<file path="src/cdcr_defs.svh">
`ifndef CDCR_DEFS_SVH
`define CDCR_DEFS_SVH

// Read frame layout
`define CDCR_FRAME_W 32
`define CDCR_OP_HI 31
`define CDCR_OP_LO 30
`define CDCR_ADDR_HI 29
`define CDCR_ADDR_LO 24
`define CDCR_DATA_W 24
`define CDCR_OP_READ 2'h1

// Word addresses
`define CDCR_ADDR_DTIME 6'h00
`define CDCR_ADDR_CRATIO 6'h01
`define CDCR_ADDR_STATUS 6'h08
`define CDCR_ADDR_RRATIO 6'h0e

// Status word values
`define CDCR_STAT_NONE 24'h000000
`define CDCR_STAT_CAP_OK 24'h100000
`define CDCR_STAT_ALL_OK 24'h900000

// Fixed-point format of the ratio words: 3.21 unsigned
`define CDCR_RATIO_INT_BITS 3
`define CDCR_RATIO_FRAC_BITS 21

// Typical time bin of the discharge count, in ps
`define CDCR_BIN_PS 21

// Host wait after start before reading, in ms, and in cycles at 250 MHz
`define CDCR_CLK_MHZ 250
`define CDCR_HOST_WAIT_MS 100
`define CDCR_HOST_WAIT_CYC (`CDCR_HOST_WAIT_MS * 1000 * `CDCR_CLK_MHZ)

// Default sequence timer period in cycles and rate counter width
`define CDCR_SEQ_PERIOD 32'h000003e8
`define CDCR_DIV_W 16

`endif

</file>
<file path="src/cdcr_pkg.sv">
package cdcr_pkg;
  // Measurement run state
  typedef enum logic [0:0] {
    CDCR_IDLE = 1'b0,
    CDCR_RUN  = 1'b1
  } cdcr_state_e;

  // Word address of a read frame
  typedef logic [5:0] cdcr_addr_t;
  // Contents of one 24-bit word
  typedef logic [23:0] cdcr_word_t;
endpackage : cdcr_pkg

</file>
<file path="src/cdcr_tick_div.sv">
// Counts step pulses and emits one tick every period steps
module cdcr_tick_div #(
  parameter int W = 16
) (
  input wire logic ref_clk_i,
  input wire logic nrst_i,
  input wire logic en_i,
  input wire logic step_i,
  input wire logic [W-1:0] period_i,
  output logic tick_o
);
  logic [W-1:0] cnt_q; // Steps seen since last tick
  logic [W-1:0] cnt_d;
  logic last; // Current step closes the period

  // Period 0 behaves as 1 so the divider never stalls
  always_comb begin
    last = (period_i == '0) || (cnt_q >= period_i - W'(1));
    cnt_d = cnt_q;
    if (!en_i) begin
      cnt_d = '0;
    end else if (step_i) begin
      cnt_d = last ? '0 : cnt_q + W'(1);
    end
  end

  assign tick_o = en_i && step_i && last;

  always_ff @(posedge ref_clk_i or negedge nrst_i) begin
    if (!nrst_i) begin
      cnt_q <= '0;
    end else begin
      cnt_q <= cnt_d;
    end
  end
endmodule : cdcr_tick_div

</file>
<file path="src/cdcr_result_readout.sv">
// Function
// - Read frame 01, 6-bit address, 24-bit data
// - Status at 8, results at 0, 1, 14
// - Completed measurement reports status 100000 or 900000
// - Word 0 is unsigned discharge bin count
// - Capacitance ratio is unsigned 3.21 fixed point
// - Resistance ratio uses same 2^21 scaling
// - Sequence timer starts each capacitance run
// - Capacitance end triggers temperature, optional divider
`include "cdcr_defs.svh"

module cdcr_result_readout #(
  parameter int DIV_W = `CDCR_DIV_W,
  parameter logic [31:0] SEQ_PERIOD = `CDCR_SEQ_PERIOD
) (
  input wire logic ref_clk_i,
  input wire logic nrst_i,
  // Command side, from the serial interface logic
  input wire logic start_i,
  input wire logic stop_i,
  input wire logic frame_valid_i,
  input wire logic [31:0] frame_i,
  output logic rd_valid_o,
  output logic [31:0] rd_data_o,
  // Mode controls
  input wire logic seq_timer_mode_i,
  input wire logic rdc_after_cdc_i,
  input wire logic [DIV_W-1:0] rdc_div_i,
  // Front end
  output logic cdc_start_o,
  input wire logic cdc_done_i,
  input wire logic [23:0] discharge_time_i,
  input wire logic [23:0] capacitance_ratio_i,
  output logic rdc_start_o,
  input wire logic rdc_done_i,
  input wire logic [23:0] resistance_ratio_i,
  output logic running_o
);
  cdcr_pkg::cdcr_state_e state_q; // Run state
  cdcr_pkg::cdcr_state_e state_d;
  logic enter_q; // First cycle of a run
  logic enter_d;
  cdcr_pkg::cdcr_word_t discharge_time_result_q; // Bin count
  cdcr_pkg::cdcr_word_t discharge_time_result_d;
  cdcr_pkg::cdcr_word_t capacitance_ratio_result_q; // 3.21 ratio
  cdcr_pkg::cdcr_word_t capacitance_ratio_result_d;
  cdcr_pkg::cdcr_word_t resistance_ratio_result_q; // 3.21 ratio
  cdcr_pkg::cdcr_word_t resistance_ratio_result_d;
  logic cap_ok_q; // A capacitance run has finished
  logic cap_ok_d;
  logic res_ok_q; // A temperature run has finished
  logic res_ok_d;
  cdcr_pkg::cdcr_word_t status_word; // Live status
  logic rd_valid_q;
  logic rd_valid_d;
  logic [31:0] rd_data_q;
  logic [31:0] rd_data_d;
  logic seq_tick; // Sequence timer period elapsed
  logic rdc_tick; // Rate counter let a temperature run through
  logic run;
  cdcr_pkg::cdcr_addr_t rd_addr;
  cdcr_pkg::cdcr_word_t rd_word;

  assign run = (state_q == cdcr_pkg::CDCR_RUN);

  // Internal timer, stepping every clock while in sequence mode
  cdcr_tick_div #(.W(32)) u_seq_timer (
    .ref_clk_i(ref_clk_i),
    .nrst_i(nrst_i),
    .en_i(run && seq_timer_mode_i),
    .step_i(1'b1),
    .period_i(SEQ_PERIOD),
    .tick_o(seq_tick)
  );

  // Rate counter between capacitance ends and temperature starts
  cdcr_tick_div #(.W(DIV_W)) u_rdc_div (
    .ref_clk_i(ref_clk_i),
    .nrst_i(nrst_i),
    .en_i(run && rdc_after_cdc_i),
    .step_i(cdc_done_i),
    .period_i(rdc_div_i),
    .tick_o(rdc_tick)
  );

  // Run control; stop wins over start
  always_comb begin
    state_d = state_q;
    enter_d = 1'b0;
    case (state_q)
      cdcr_pkg::CDCR_IDLE: begin
        if (start_i && !stop_i) begin
          state_d = cdcr_pkg::CDCR_RUN;
          enter_d = 1'b1;
        end
      end
      cdcr_pkg::CDCR_RUN: begin
        if (stop_i) begin
          state_d = cdcr_pkg::CDCR_IDLE;
        end
      end
      default: begin
        state_d = cdcr_pkg::CDCR_IDLE;
      end
    endcase
  end

  // Timer mode needs no outside trigger; continuous mode chains runs
  assign cdc_start_o = run && (seq_timer_mode_i ? seq_tick : (enter_q || cdc_done_i));
  // Temperature follows capacitance end through the rate counter
  assign rdc_start_o = rdc_tick;
  assign running_o = run;

  // Result capture; a start clears the status so stale words are not taken as new
  always_comb begin
    discharge_time_result_d = discharge_time_result_q;
    capacitance_ratio_result_d = capacitance_ratio_result_q;
    resistance_ratio_result_d = resistance_ratio_result_q;
    cap_ok_d = cap_ok_q;
    res_ok_d = res_ok_q;
    if (enter_d) begin
      cap_ok_d = 1'b0;
      res_ok_d = 1'b0;
    end
    if (cdc_done_i && run) begin
      discharge_time_result_d = discharge_time_i;
      capacitance_ratio_result_d = capacitance_ratio_i;
      cap_ok_d = 1'b1;
    end
    if (rdc_done_i && run) begin
      resistance_ratio_result_d = resistance_ratio_i;
      res_ok_d = 1'b1;
    end
  end

  // Status shows the extra flag once a temperature run has also ended
  always_comb begin
    status_word = `CDCR_STAT_NONE;
    if (cap_ok_q) begin
      status_word = res_ok_q ? `CDCR_STAT_ALL_OK : `CDCR_STAT_CAP_OK;
    end
  end

  // Read frame decode; other opcodes are not answered
  assign rd_addr = frame_i[`CDCR_ADDR_HI:`CDCR_ADDR_LO];
  always_comb begin
    case (rd_addr)
      `CDCR_ADDR_DTIME: rd_word = discharge_time_result_q;
      `CDCR_ADDR_CRATIO: rd_word = capacitance_ratio_result_q;
      `CDCR_ADDR_STATUS: rd_word = status_word;
      `CDCR_ADDR_RRATIO: rd_word = resistance_ratio_result_q;
      default: rd_word = '0;
    endcase
    rd_valid_d = frame_valid_i && (frame_i[`CDCR_OP_HI:`CDCR_OP_LO] == `CDCR_OP_READ);
    rd_data_d = rd_data_q;
    if (rd_valid_d) begin
      rd_data_d = {`CDCR_OP_READ, rd_addr, rd_word};
    end
  end

  assign rd_valid_o = rd_valid_q;
  assign rd_data_o = rd_data_q;

  // Registers
  always_ff @(posedge ref_clk_i or negedge nrst_i) begin
    if (!nrst_i) begin
      state_q <= cdcr_pkg::CDCR_IDLE;
      enter_q <= 1'b0;
      discharge_time_result_q <= '0;
      capacitance_ratio_result_q <= '0;
      resistance_ratio_result_q <= '0;
      cap_ok_q <= 1'b0;
      res_ok_q <= 1'b0;
      rd_valid_q <= 1'b0;
      rd_data_q <= '0;
    end else begin
      state_q <= state_d;
      enter_q <= enter_d;
      discharge_time_result_q <= discharge_time_result_d;
      capacitance_ratio_result_q <= capacitance_ratio_result_d;
      resistance_ratio_result_q <= resistance_ratio_result_d;
      cap_ok_q <= cap_ok_d;
      res_ok_q <= res_ok_d;
      rd_valid_q <= rd_valid_d;
      rd_data_q <= rd_data_d;
    end
  end

  // Checks
  a_frame_format: assert property (@(posedge ref_clk_i) disable iff (!nrst_i)
    frame_valid_i && frame_i[31:30] == 2'b01 |=> rd_valid_o && rd_data_o[31:30] == 2'b01
    && rd_data_o[29:24] == $past(frame_i[29:24]))
    else $error("read answer malformed");
  a_status_addr: assert property (@(posedge ref_clk_i) disable iff (!nrst_i)
    frame_valid_i && frame_i[31:24] == 8'h48 |=> rd_data_o[23:0] == $past(status_word))
    else $error("status not at address 8");
  a_rratio_addr: assert property (@(posedge ref_clk_i) disable iff (!nrst_i)
    frame_valid_i && frame_i[31:24] == 8'h4e |=> rd_data_o[23:0] == $past(resistance_ratio_result_q))
    else $error("resistance ratio not at address 14");
  a_status_value: assert property (@(posedge ref_clk_i) disable iff (!nrst_i)
    run && cdc_done_i && !start_i |=> status_word == 24'h100000 || status_word == 24'h900000)
    else $error("status after run wrong");
  a_dtime_read: assert property (@(posedge ref_clk_i) disable iff (!nrst_i)
    run && cdc_done_i ##1 frame_valid_i && frame_i[31:24] == 8'h40 && !cdc_done_i
    |=> rd_data_o[23:0] == $past(discharge_time_i, 2))
    else $error("discharge count not returned");
  a_cratio_read: assert property (@(posedge ref_clk_i) disable iff (!nrst_i)
    run && cdc_done_i ##1 frame_valid_i && frame_i[31:24] == 8'h41 && !cdc_done_i
    |=> rd_data_o[23:0] == $past(capacitance_ratio_i, 2))
    else $error("capacitance ratio not returned");
  a_rratio_keep: assert property (@(posedge ref_clk_i) disable iff (!nrst_i)
    run && rdc_done_i |=> resistance_ratio_result_q == $past(resistance_ratio_i))
    else $error("resistance ratio not captured");
  a_timer_start: assert property (@(posedge ref_clk_i) disable iff (!nrst_i)
    run && seq_timer_mode_i |-> cdc_start_o == seq_tick)
    else $error("timer mode start not on timer tick");
  a_temp_follow: assert property (@(posedge ref_clk_i) disable iff (!nrst_i)
    rdc_start_o |-> cdc_done_i && rdc_after_cdc_i && run)
    else $error("temperature start without capacitance end");
endmodule : cdcr_result_readout

</file>
<file path="config.mk">
export PLATFORM = sky130hd
export DESIGN_NAME = cdcr_result_readout
export DESIGN_NICKNAME = d
export VERILOG_FILES = /design/src/cdcr_pkg.sv /design/src/cdcr_tick_div.sv /design/src/cdcr_result_readout.sv
export VERILOG_INCLUDE_DIRS = /design/src
export SDC_FILE = /design/constraint.sdc
export NUM_CORES = 1
export LEC_CHECK = 0
export BUFFER_PORTS_ARGS = -buffer_cell sky130_fd_sc_hd__buf_2
export CAP_MARGIN = 10
export CELL_PAD_IN_SITES_DETAIL_PLACEMENT = 1
export CELL_PAD_IN_SITES_GLOBAL_PLACEMENT = 2
export CORE_MARGIN = 1
export CORE_UTILIZATION = 25
export CTS_CLUSTER_DIAMETER = 100
export DETAILED_ROUTE_END_ITERATION = 6
export PLACE_DENSITY = 0.57
export SYNTH_ARGS = -nofsm -noshare
export SYNTH_HDL_FRONTEND = slang
export SYNTH_SLANG_ARGS = --single-unit
</file>
<file path="constraint.sdc">
create_clock -name ref_clk_i -period 9.63 [get_ports ref_clk_i]
set_input_delay 1.4445 -clock ref_clk_i [delete_from_list [all_inputs] [get_ports ref_clk_i]]
set_output_delay 1.4445 -clock ref_clk_i [all_outputs]
set_load 0.01 [all_outputs]
</file>
# Word-level counts from Yosys, hierarchy flattened

Index checks and enable logic that the tools add are counted.

Bits in latches: 0
Memory bits (writable): 0
Logic and storage cells: 55
Memories: 0
Bits in read-only memories: 0
Register bits: 156
Bits of input ports: 129
Output and inout port bits: 36

$add $sub $neg: 3
Shifts and indexed selects: 0
Reduce and logical (&&, ||, !) cells: 17
Muxes and demuxes: 16
Magnitude comparators: 2
Div/mod/pow operators: 0
$mul: 0
Equal/unequal tests: 5
Bitwise operators: 1

Operators with widths:

| operator                | count |
|---|---|
| $pmux W24 S4            | 1 |
| $mux W32                | 2 |
| $mux W16                | 3 |
| $mux W24                | 2 |
| $add A32 B1 Y32 const B | 1 |
| $ge A32 B10 Y1 const B  | 1 |
| $add A16 B1 Y16 const B | 1 |
| $ge A16 B16 Y1          | 1 |
| $logic_not A16 Y1       | 1 |
| $sub A16 B1 Y16 const B | 1 |
| $eq A6 B4 Y1 const B    | 2 |
| $logic_and A1 B1 Y1     | 10 |
| $mux W1                 | 7 |
| $eq A6 B1 Y1 const B    | 1 |
| $logic_not A6 Y1        | 1 |
| $reduce_bool A2 Y1      | 2 |
| $eq A2 B1 Y1 const B    | 1 |
| $logic_or A1 B1 Y1      | 2 |
| $ne A2 B2 Y1 const B    | 1 |
| $pmux W1 S2             | 1 |
| $logic_not A1 Y1        | 1 |
| $not A1 Y1              | 1 |

# Logic depth before layout (Yosys ltp)

Gate-level depths: netlist of run 1.

Word-level depth: 6
Gate-level depth with buffers: 13
Mapped depth without buffers: 12

# Modules after synthesis

A second synthesis of run 1 with hierarchy kept.

Cell total of the unflattened synthesis: 912
Area, all modules: 9,346.5 µm²

By module, submodules not included:

| module                       | cells an instance | seq. area each (µm²) | area an instance (µm²) | times used |
|---|---|---|---|---|
| cdcr_result_readout          | 349               | 2,702.6              | 4,687.0                | 1 |
| cdcr_tick_div at u_seq_timer | 381               | 800.8                | 3,093.0                | 1 |
| cdcr_tick_div at u_rdc_div   | 182               | 400.4                | 1,566.5                | 1 |

# Worst setup path after synthesis of run 1

No wires, ideal clock.

Path type: input port to output port
From: input port rdc_div_i[3]
To: output port rdc_start_o
Arrival time: 4,303 ps
Stages on the path: 11
Path slack: 3,882 ps
Path buffers: 1
Data required time: 8,186 ps
Cell sequence: or4_4 or3_4 or3_4 nor3_2 xnor2_1 ha_1 nand4_1 nor4_1 a211oi_2 buf_2 a21oi_1

Word-level cells in the longest chain between the ends: 4
Elaborated cells between the ends (all ways): 5
Classes of those cells: add/sub (1); order compare (1); reduce/logical (3)

RTL lines:

| what                    | line                      | source |
|---|---|---|
| from (decl)             | cdcr_result_readout.sv:28 | `input wire logic [DIV_W-1:0] rdc_div_i,` |
| $sub A16 B1 Y16         | cdcr_tick_div.sv:18       | `last = (period_i == '0) \|\| (cnt_q >= period_i - W'(1));` |
| $ge A16 B16 Y1          | cdcr_tick_div.sv:18       |  |
| $logic_or A1 B1 Y1 (*)  | cdcr_tick_div.sv:18       |  |
| $logic_and A1 B1 Y1 (*) | cdcr_tick_div.sv:27       | `assign tick_o = en_i && step_i && last;` |
| to (decl)               | cdcr_result_readout.sv:34 | `output logic rdc_start_o,` |

Mark *: on every way between the ends. The rest lies on a longest branch, timed or not.

# Worst setup path in the final report of run 1

Same ends and word-level chain as after synthesis.

==> metrics.cfg, run 1 <==
[pwr]
leakagePower_nw=4.016
powerDensity_nw_per_um2=186.8
vdd_ir_drop_max_v=0.00009646

[critical_path]
crit_path_end_kind=primary output
cp.required_ns=8.19
cp_max_fo=26
cp.arrival_ns=5.13
cp-start-kind=primary input
critical_path_class=primary input to primary output

[placement]
place_congestion=0.7712
dpl_cell_area_sq_um=8273
dp.final_hpwl_mm=13.10
place.port_buffers=139

[die]
die_h_microns=170.0
start_util_pct=25.39
coreArea_sq_um=27780
num_rows=61
die_w_microns=170.0
io_pins=165
die_area_sq_um=28890

[timing]
fin_crit_ns=6.574
rsz0062_at_grt=no
worstMarginPinSlew_ns=1.087
fin_skew_ns=0.01059
fin_tns_setup_ns=0
timing.final.crit_share_pct=68.27
slew_headroom_pct=27.28
drv_slew=0
hold_violations=0
setup_viol=0
max_clock_freq_mhz=152.1

[drt]
drt_iter0_drc=129
first_pass_iters=4
wire_per_inst_microns=16.38
num_vias=5208
antenna_left=0
vias_per_cell=4.517
totalWireLength_mm=18.89
drc=0

[logic_synthesis]
yosysTopAreaCellShare_pct=55.34
netlist.top_cell.by_area=dfrtp_1
ys_warn_count=0
synth.area.top_cells=dfrtp_1 (55%), mux2_2 (15%), nand2_1 (3.7%)
synth_cell_types=50
avgSynthCellArea_sq_um=11.82
syn-cell-area_sq_um=7054
yosys-top-cells-count=dfrtp_1 (156), mux2_2 (96), nand2_1 (69), o21ai_0 (33), nor2_1 (24)
ys_seq_area_share_pct=55.34
syn_inst=597
synth_ff_type=dfrtp_1
ys_seq_elements=156
async_flop_share_pct=100.0
synth.most_common_cell=dfrtp_1
synth_edf_count=0

[global_route]
grt_use_total_pct=13.85
overflow=0
grt_pass1_wl_mm=30.96
grt_pass1_vias=5846
grt_max_degree=109
antenna_found_initial=9

[clock_network]
cts_resized=0
cts_buffer_depth=2
ctsHtreeMaxLevel=4
cts_buffers=17
hold_buffers=0
cts_setup_buffers=0
cts_tree=built
clk_pin_slew_worst_paths_ns=0.07
clk_latency_ns=0.42
ctsRootBufferMaster=clkbuf_16
cts_sinks=156

[final_layout]
nets=905
finish.instance_area_sq_um=8917
syn_to_final_growth_pct=26.41
drive_gt1_share_pct=37.50

[run_status]
status=finished, final reports clean

[hold_path]
hp-class=register to register

[flow_run]
max-cap-violations=0

-- stage by stage --
stage	total power, mW	hold WS [ns]	instances	util [%]	worst slack [ns]
global placement	0.9469	0.4463	1116	29.78	3.185
global route	1.743	0.4919	1148	32.05	2.813
detailed placement	0.9596	0.4529	1116	29.78	3.070
finish	1.666	0.4652	1153	32.10	3.056
CTS	1.696	0.4697	1146	32.03	3.042
floorplan	0.8778	0.4463	619	-	3.882
-- critical path: stages --
cell	delay (ns)
buf_2	0.13
or4_4	0.57
or3_4	0.38
or3_4	0.39
nor3_2	0.14
xnor2_1	0.16
ha_1	0.29
nand4_1	0.19
nor4_1	0.12
a211oi_4	0.92
a21oi_1	0.21
buf_2	0.19
-- cell families (layout without fill, tap and decap cells) --
group           Yosys count  in the layout  share of synthesized area (%)
xor+xnor                 23             23                          2.856
simple gates            167            167                          11.99
other cells               1             30                        0.05316
flops                   156            156                          55.34
fa+ha+maj                19             19                          3.370
buf+inv                  33            182                          1.880
compound gates          102            102                          9.188
mux                      96             96                          15.32
-- state kept, by name, summed over array words and instances (netlist names) --
signal	cells
res_ok_q	1
running_o	1
cap_ok_q	1
enter_q	1
resistance_ratio_result_q	24
u_seq_timer.cnt_q	32
capacitance_ratio_result_q	24
rd_valid_o	1
u_rdc_div.cnt_q	16
rd_data_o	31
discharge_time_result_q	24
-- power by group --
part / switching [mW] / total (mW) / internal [mW]
sequential: 0.0351 / 0.763 / 0.728
combinational: 0.0823 / 0.180 / 0.0981
clock: 0.281 / 0.723 / 0.442
-- final timing paths --
path | depth (start not counted) | slack, ns | from | end
max reg2reg | 7 | 6.66 | u_rdc_div.cnt_q[0] | u_rdc_div.cnt_q[13]
min | 1 | 0.47 | rd_data_o[30] | rd_data_o[30]
min in group asynchronous | 1 | 1.18 | nrst_i | capacitance_ratio_result_q[7]
max | 12 | 3.06 | rdc_div_i[3] | rdc_start_o
min reg2reg | 1 | 0.47 | rd_data_o[30] | rd_data_o[30]
max in group asynchronous | 2 | 7.19 | nrst_i | discharge_time_result_q[23]
-- layout by cell type, fill, tap and decap left out, types with 2 or more instances in the layout --
| cell type | count |
|---|---|
| and3_1 | 13 |
| xnor2_1 | 16 |
| nand2_1 | 68 |
| o21ai_0 | 33 |
| and2_1 | 3 |
| a31oi_1 | 18 |
| a21oi_1 | 14 |
| xor2_1 | 7 |
| or3_4 | 2 |
| and4_1 | 3 |
| nor4_1 | 8 |
| conb_1 | 23 |
| or4_4 | 2 |
| or2_2 | 3 |
| nand3b_1 | 7 |
| inv_1 | 5 |
| bufinv_16 | 4 |
| o31ai_1 | 2 |
| or3b_2 | 2 |
| inv_6 | 2 |
| a22oi_1 | 22 |
| o211ai_1 | 2 |
| clkbuf_16 | 17 |
| nand4_1 | 4 |
| a41oi_1 | 2 |
| dfrtp_1 | 156 |
| buf_4 | 7 |
| mux2_2 | 96 |
| nor3_1 | 6 |
| nand2b_1 | 2 |
| buf_2 | 138 |
| diode_2 | 7 |
| ha_1 | 19 |
| nor2_1 | 23 |
| nand3_1 | 11 |
| clkinv_4 | 3 |
-- area by class of cell --
type	count	area, sq um
diodes	7	17.52
well taps	378	473.0
clock inverters	12	187.7
clock buffers	18	439.2
repair buffers	146	754.5
flip-flops and latches	156	3904
multi-input cells	430	3119
fillers	3117	18860
inverters	6	22.52
-- metal layers --
metal  part of all wire, %  vias to the layer above  GRT usage (%)
met5                  0.16                        -              0
met4                   1.0                        6          4.309
met3                   7.7                       20          5.186
met2                    49                      128          23.18
met1                    42                     2587          16.37
li1                      -                     2467              -
No activity file was read; power rests on OpenSTA's default activity.
==> run 2, diff against run 1 <==
clock period = 6.3 ns   (was 9.63 ns; I/O delays follow)
==> run 2 against run 1 <==
Design area down 0.69%. Sequential share of layout area up 0.30 points. Hold slack better by 0.0053 ns. Routed wire length down 1.8%. Combinational power up 52%. Sequential power up 53%.
==> metrics.cfg, run 2 (synthesis gave the netlist of run 1 again) <==
[timing]
fin_crit_ns=5.278
slew_headroom_pct=29.02  ; +1.7 points
timing.final.crit_share_pct=83.77
fin_tns_setup_ns=0  ; unchanged
max_clock_freq_mhz=189.5
rsz0062_at_grt=no
hold_slack_ns=0.4705  ; +0.005309 ns
fin_skew_ns=0.01087  ; +0.0002789 ns
worstMarginPinSlew_ns=1.065  ; -0.02262 ns
setup_viol=0  ; unchanged
fin_ws_ns=1.022  ; -2.033 ns
drv_slew=0  ; unchanged
hold_violations=0  ; unchanged

[clock_network]
cts_sinks=156  ; unchanged
clk_latency_ns=0.42  ; about the same
cts_resized=0  ; unchanged
clk_pin_slew_worst_paths_ns=0.07  ; about the same
ctsHtreeMaxLevel=4  ; unchanged
cts_buffer_depth=2  ; unchanged
hold_buffers=0  ; unchanged
cts_tree=built
ctsRootBufferMaster=clkbuf_16
cts_setup_buffers=0  ; unchanged
cts_buffers=17  ; unchanged

[global_route]
antenna_found_initial=10  ; +1
grt_max_degree=113  ; +3.7%
grt_use_total_pct=13.58  ; -0.27 points
grt_pass1_wl_mm=30.56  ; -1.3%
overflow=0  ; unchanged
grt_pass1_vias=5819  ; -0.46%

[critical_path]
cp.required_ns=5.35  ; -2.84 ns
crit_path_end_kind=primary output
cp.arrival_ns=4.33  ; -0.80 ns
cp-start-kind=primary input
cp_max_fo=26  ; unchanged
critical_path_class=primary input to primary output

[placement]
place.port_buffers=139  ; unchanged
pre_cts_ws_ns=1.004  ; -2.066 ns
place_congestion=0.7816  ; +1.3%
dp.final_hpwl_mm=13.03  ; -0.57%

[final_layout]
nets=906  ; +0.11%
final_common_cell=dfrtp_1
drive_gt1_share_pct=37.61  ; +0.11 points
syn_to_final_growth_pct=25.54
largest_reg_flops=32  ; unchanged
regMostFlops=u_seq_timer.cnt_q
mostFrequentLayoutCells=dfrtp_1 (156), buf_2 (138), mux2_2 (96)

[die]
io_pins=165  ; unchanged
start_util_pct=25.39  ; unchanged
die_w_microns=170.0  ; unchanged
num_rows=61  ; unchanged
die_area_sq_um=28890  ; unchanged
coreArea_sq_um=27780  ; unchanged
die_h_microns=170.0  ; unchanged

[drt]
vias_per_cell=4.484  ; -0.72%
totalWireLength_mm=18.54  ; -1.8%
drc=0  ; unchanged
first_pass_iters=4  ; unchanged
antenna_left=0  ; unchanged
num_vias=5175  ; -0.63%
wire_per_inst_microns=16.07  ; -1.9%
drt_iter0_drc=171  ; +33%

[flow_run]
max-cap-violations=0  ; unchanged

[pwr]
powerDensity_nw_per_um2=275.6  ; +48%
leakagePower_nw=3.989  ; -0.66%
vdd_ir_drop_max_v=0.0001569  ; +63%

[run_status]
status=finished, final reports clean

[hold_path]
hp-class=register to register

[run 2: cell count changes in the layout (fill, tap and decap cells not counted)]
cell | previous run | this run
buf_4 | 7 | 8
a211oi_2 | 0 | 1
clkbuf_1 | 0 | 1
clkinv_4 | 3 | 1
inv_6 | 2 | 6
clkinvlp_4 | 1 | 2
a211oi_4 | 1 | 0
clkinv_2 | 1 | 2
diode_2 | 7 | 5
bufinv_16 | 4 | 1
[run 2: final timing paths]
check	start	to	slack (ns)	cells after the start
worst max-delay path	rdc_div_i[3]	rdc_start_o	1.02	13
min in group asynchronous	nrst_i	capacitance_ratio_result_q[7]	0.66	1
max in group asynchronous	nrst_i	capacitance_ratio_result_q[4]	4.45	2
worst max register to register	u_rdc_div.cnt_q[5]	u_rdc_div.cnt_q[13]	3.82	7
worst min-delay path	rd_data_o[30]	rd_data_o[30]	0.47	1
worst min register to register	rd_data_o[30]	rd_data_o[30]	0.47	1
[run 2: area by class of cell]
type	instances	area, sq um
diodes	5	12.51
clock buffers	19	442.9
clock inverters	13	127.6
fillers	3168	18930
inverters	6	22.52
multi-input cells	430	3112
flip-flops and latches	156	3904
well taps	378	473.0
repair buffers	147	762.0
[run 2: per-layer routing]
layer  up-vias  global-route usage (%)  wire [microns]
met5         -                       0              72
li1       2471                       -               -
met2       116                   22.72            9020
met1      2554                   15.85            7885
met4        10                   4.622             220
met3        24                   5.209            1345
[run 2: worst max-delay path, stage by stage]
cell	delay [ns]
buf_2	0.13
or4_4	0.57
or3_4	0.37
or3_4	0.39
nor3_2	0.14
xnor2_1	0.12
ha_1	0.34
nand4_1	0.19
nor4_1	0.39
a211oi_2	0.12
buf_4	0.24
a21oi_1	0.22
buf_2	0.16
[run 2: stage by stage]
stage / util [%] / instance area (sq um) / cells / total power [mW]
2_1_floorplan: - / 7137 / 619 / 1.342
3_3_place_gp: 29.78 / 8273 / 1117 / 1.448
3_5_place_dp: 29.78 / 8273 / 1117 / 1.465
4_1_cts: 31.83 / 8843 / 1149 / 2.496
5_1_grt: 31.85 / 8848 / 1151 / 2.570
6_report: 31.88 / 8856 / 1154 / 2.441
[run 2: power breakdown]
group	internal [mW]	switching [mW]	total, mW
clock network	0.564	0.438	1.00
logic	0.150	0.123	0.273
registers	1.11	0.0537	1.17
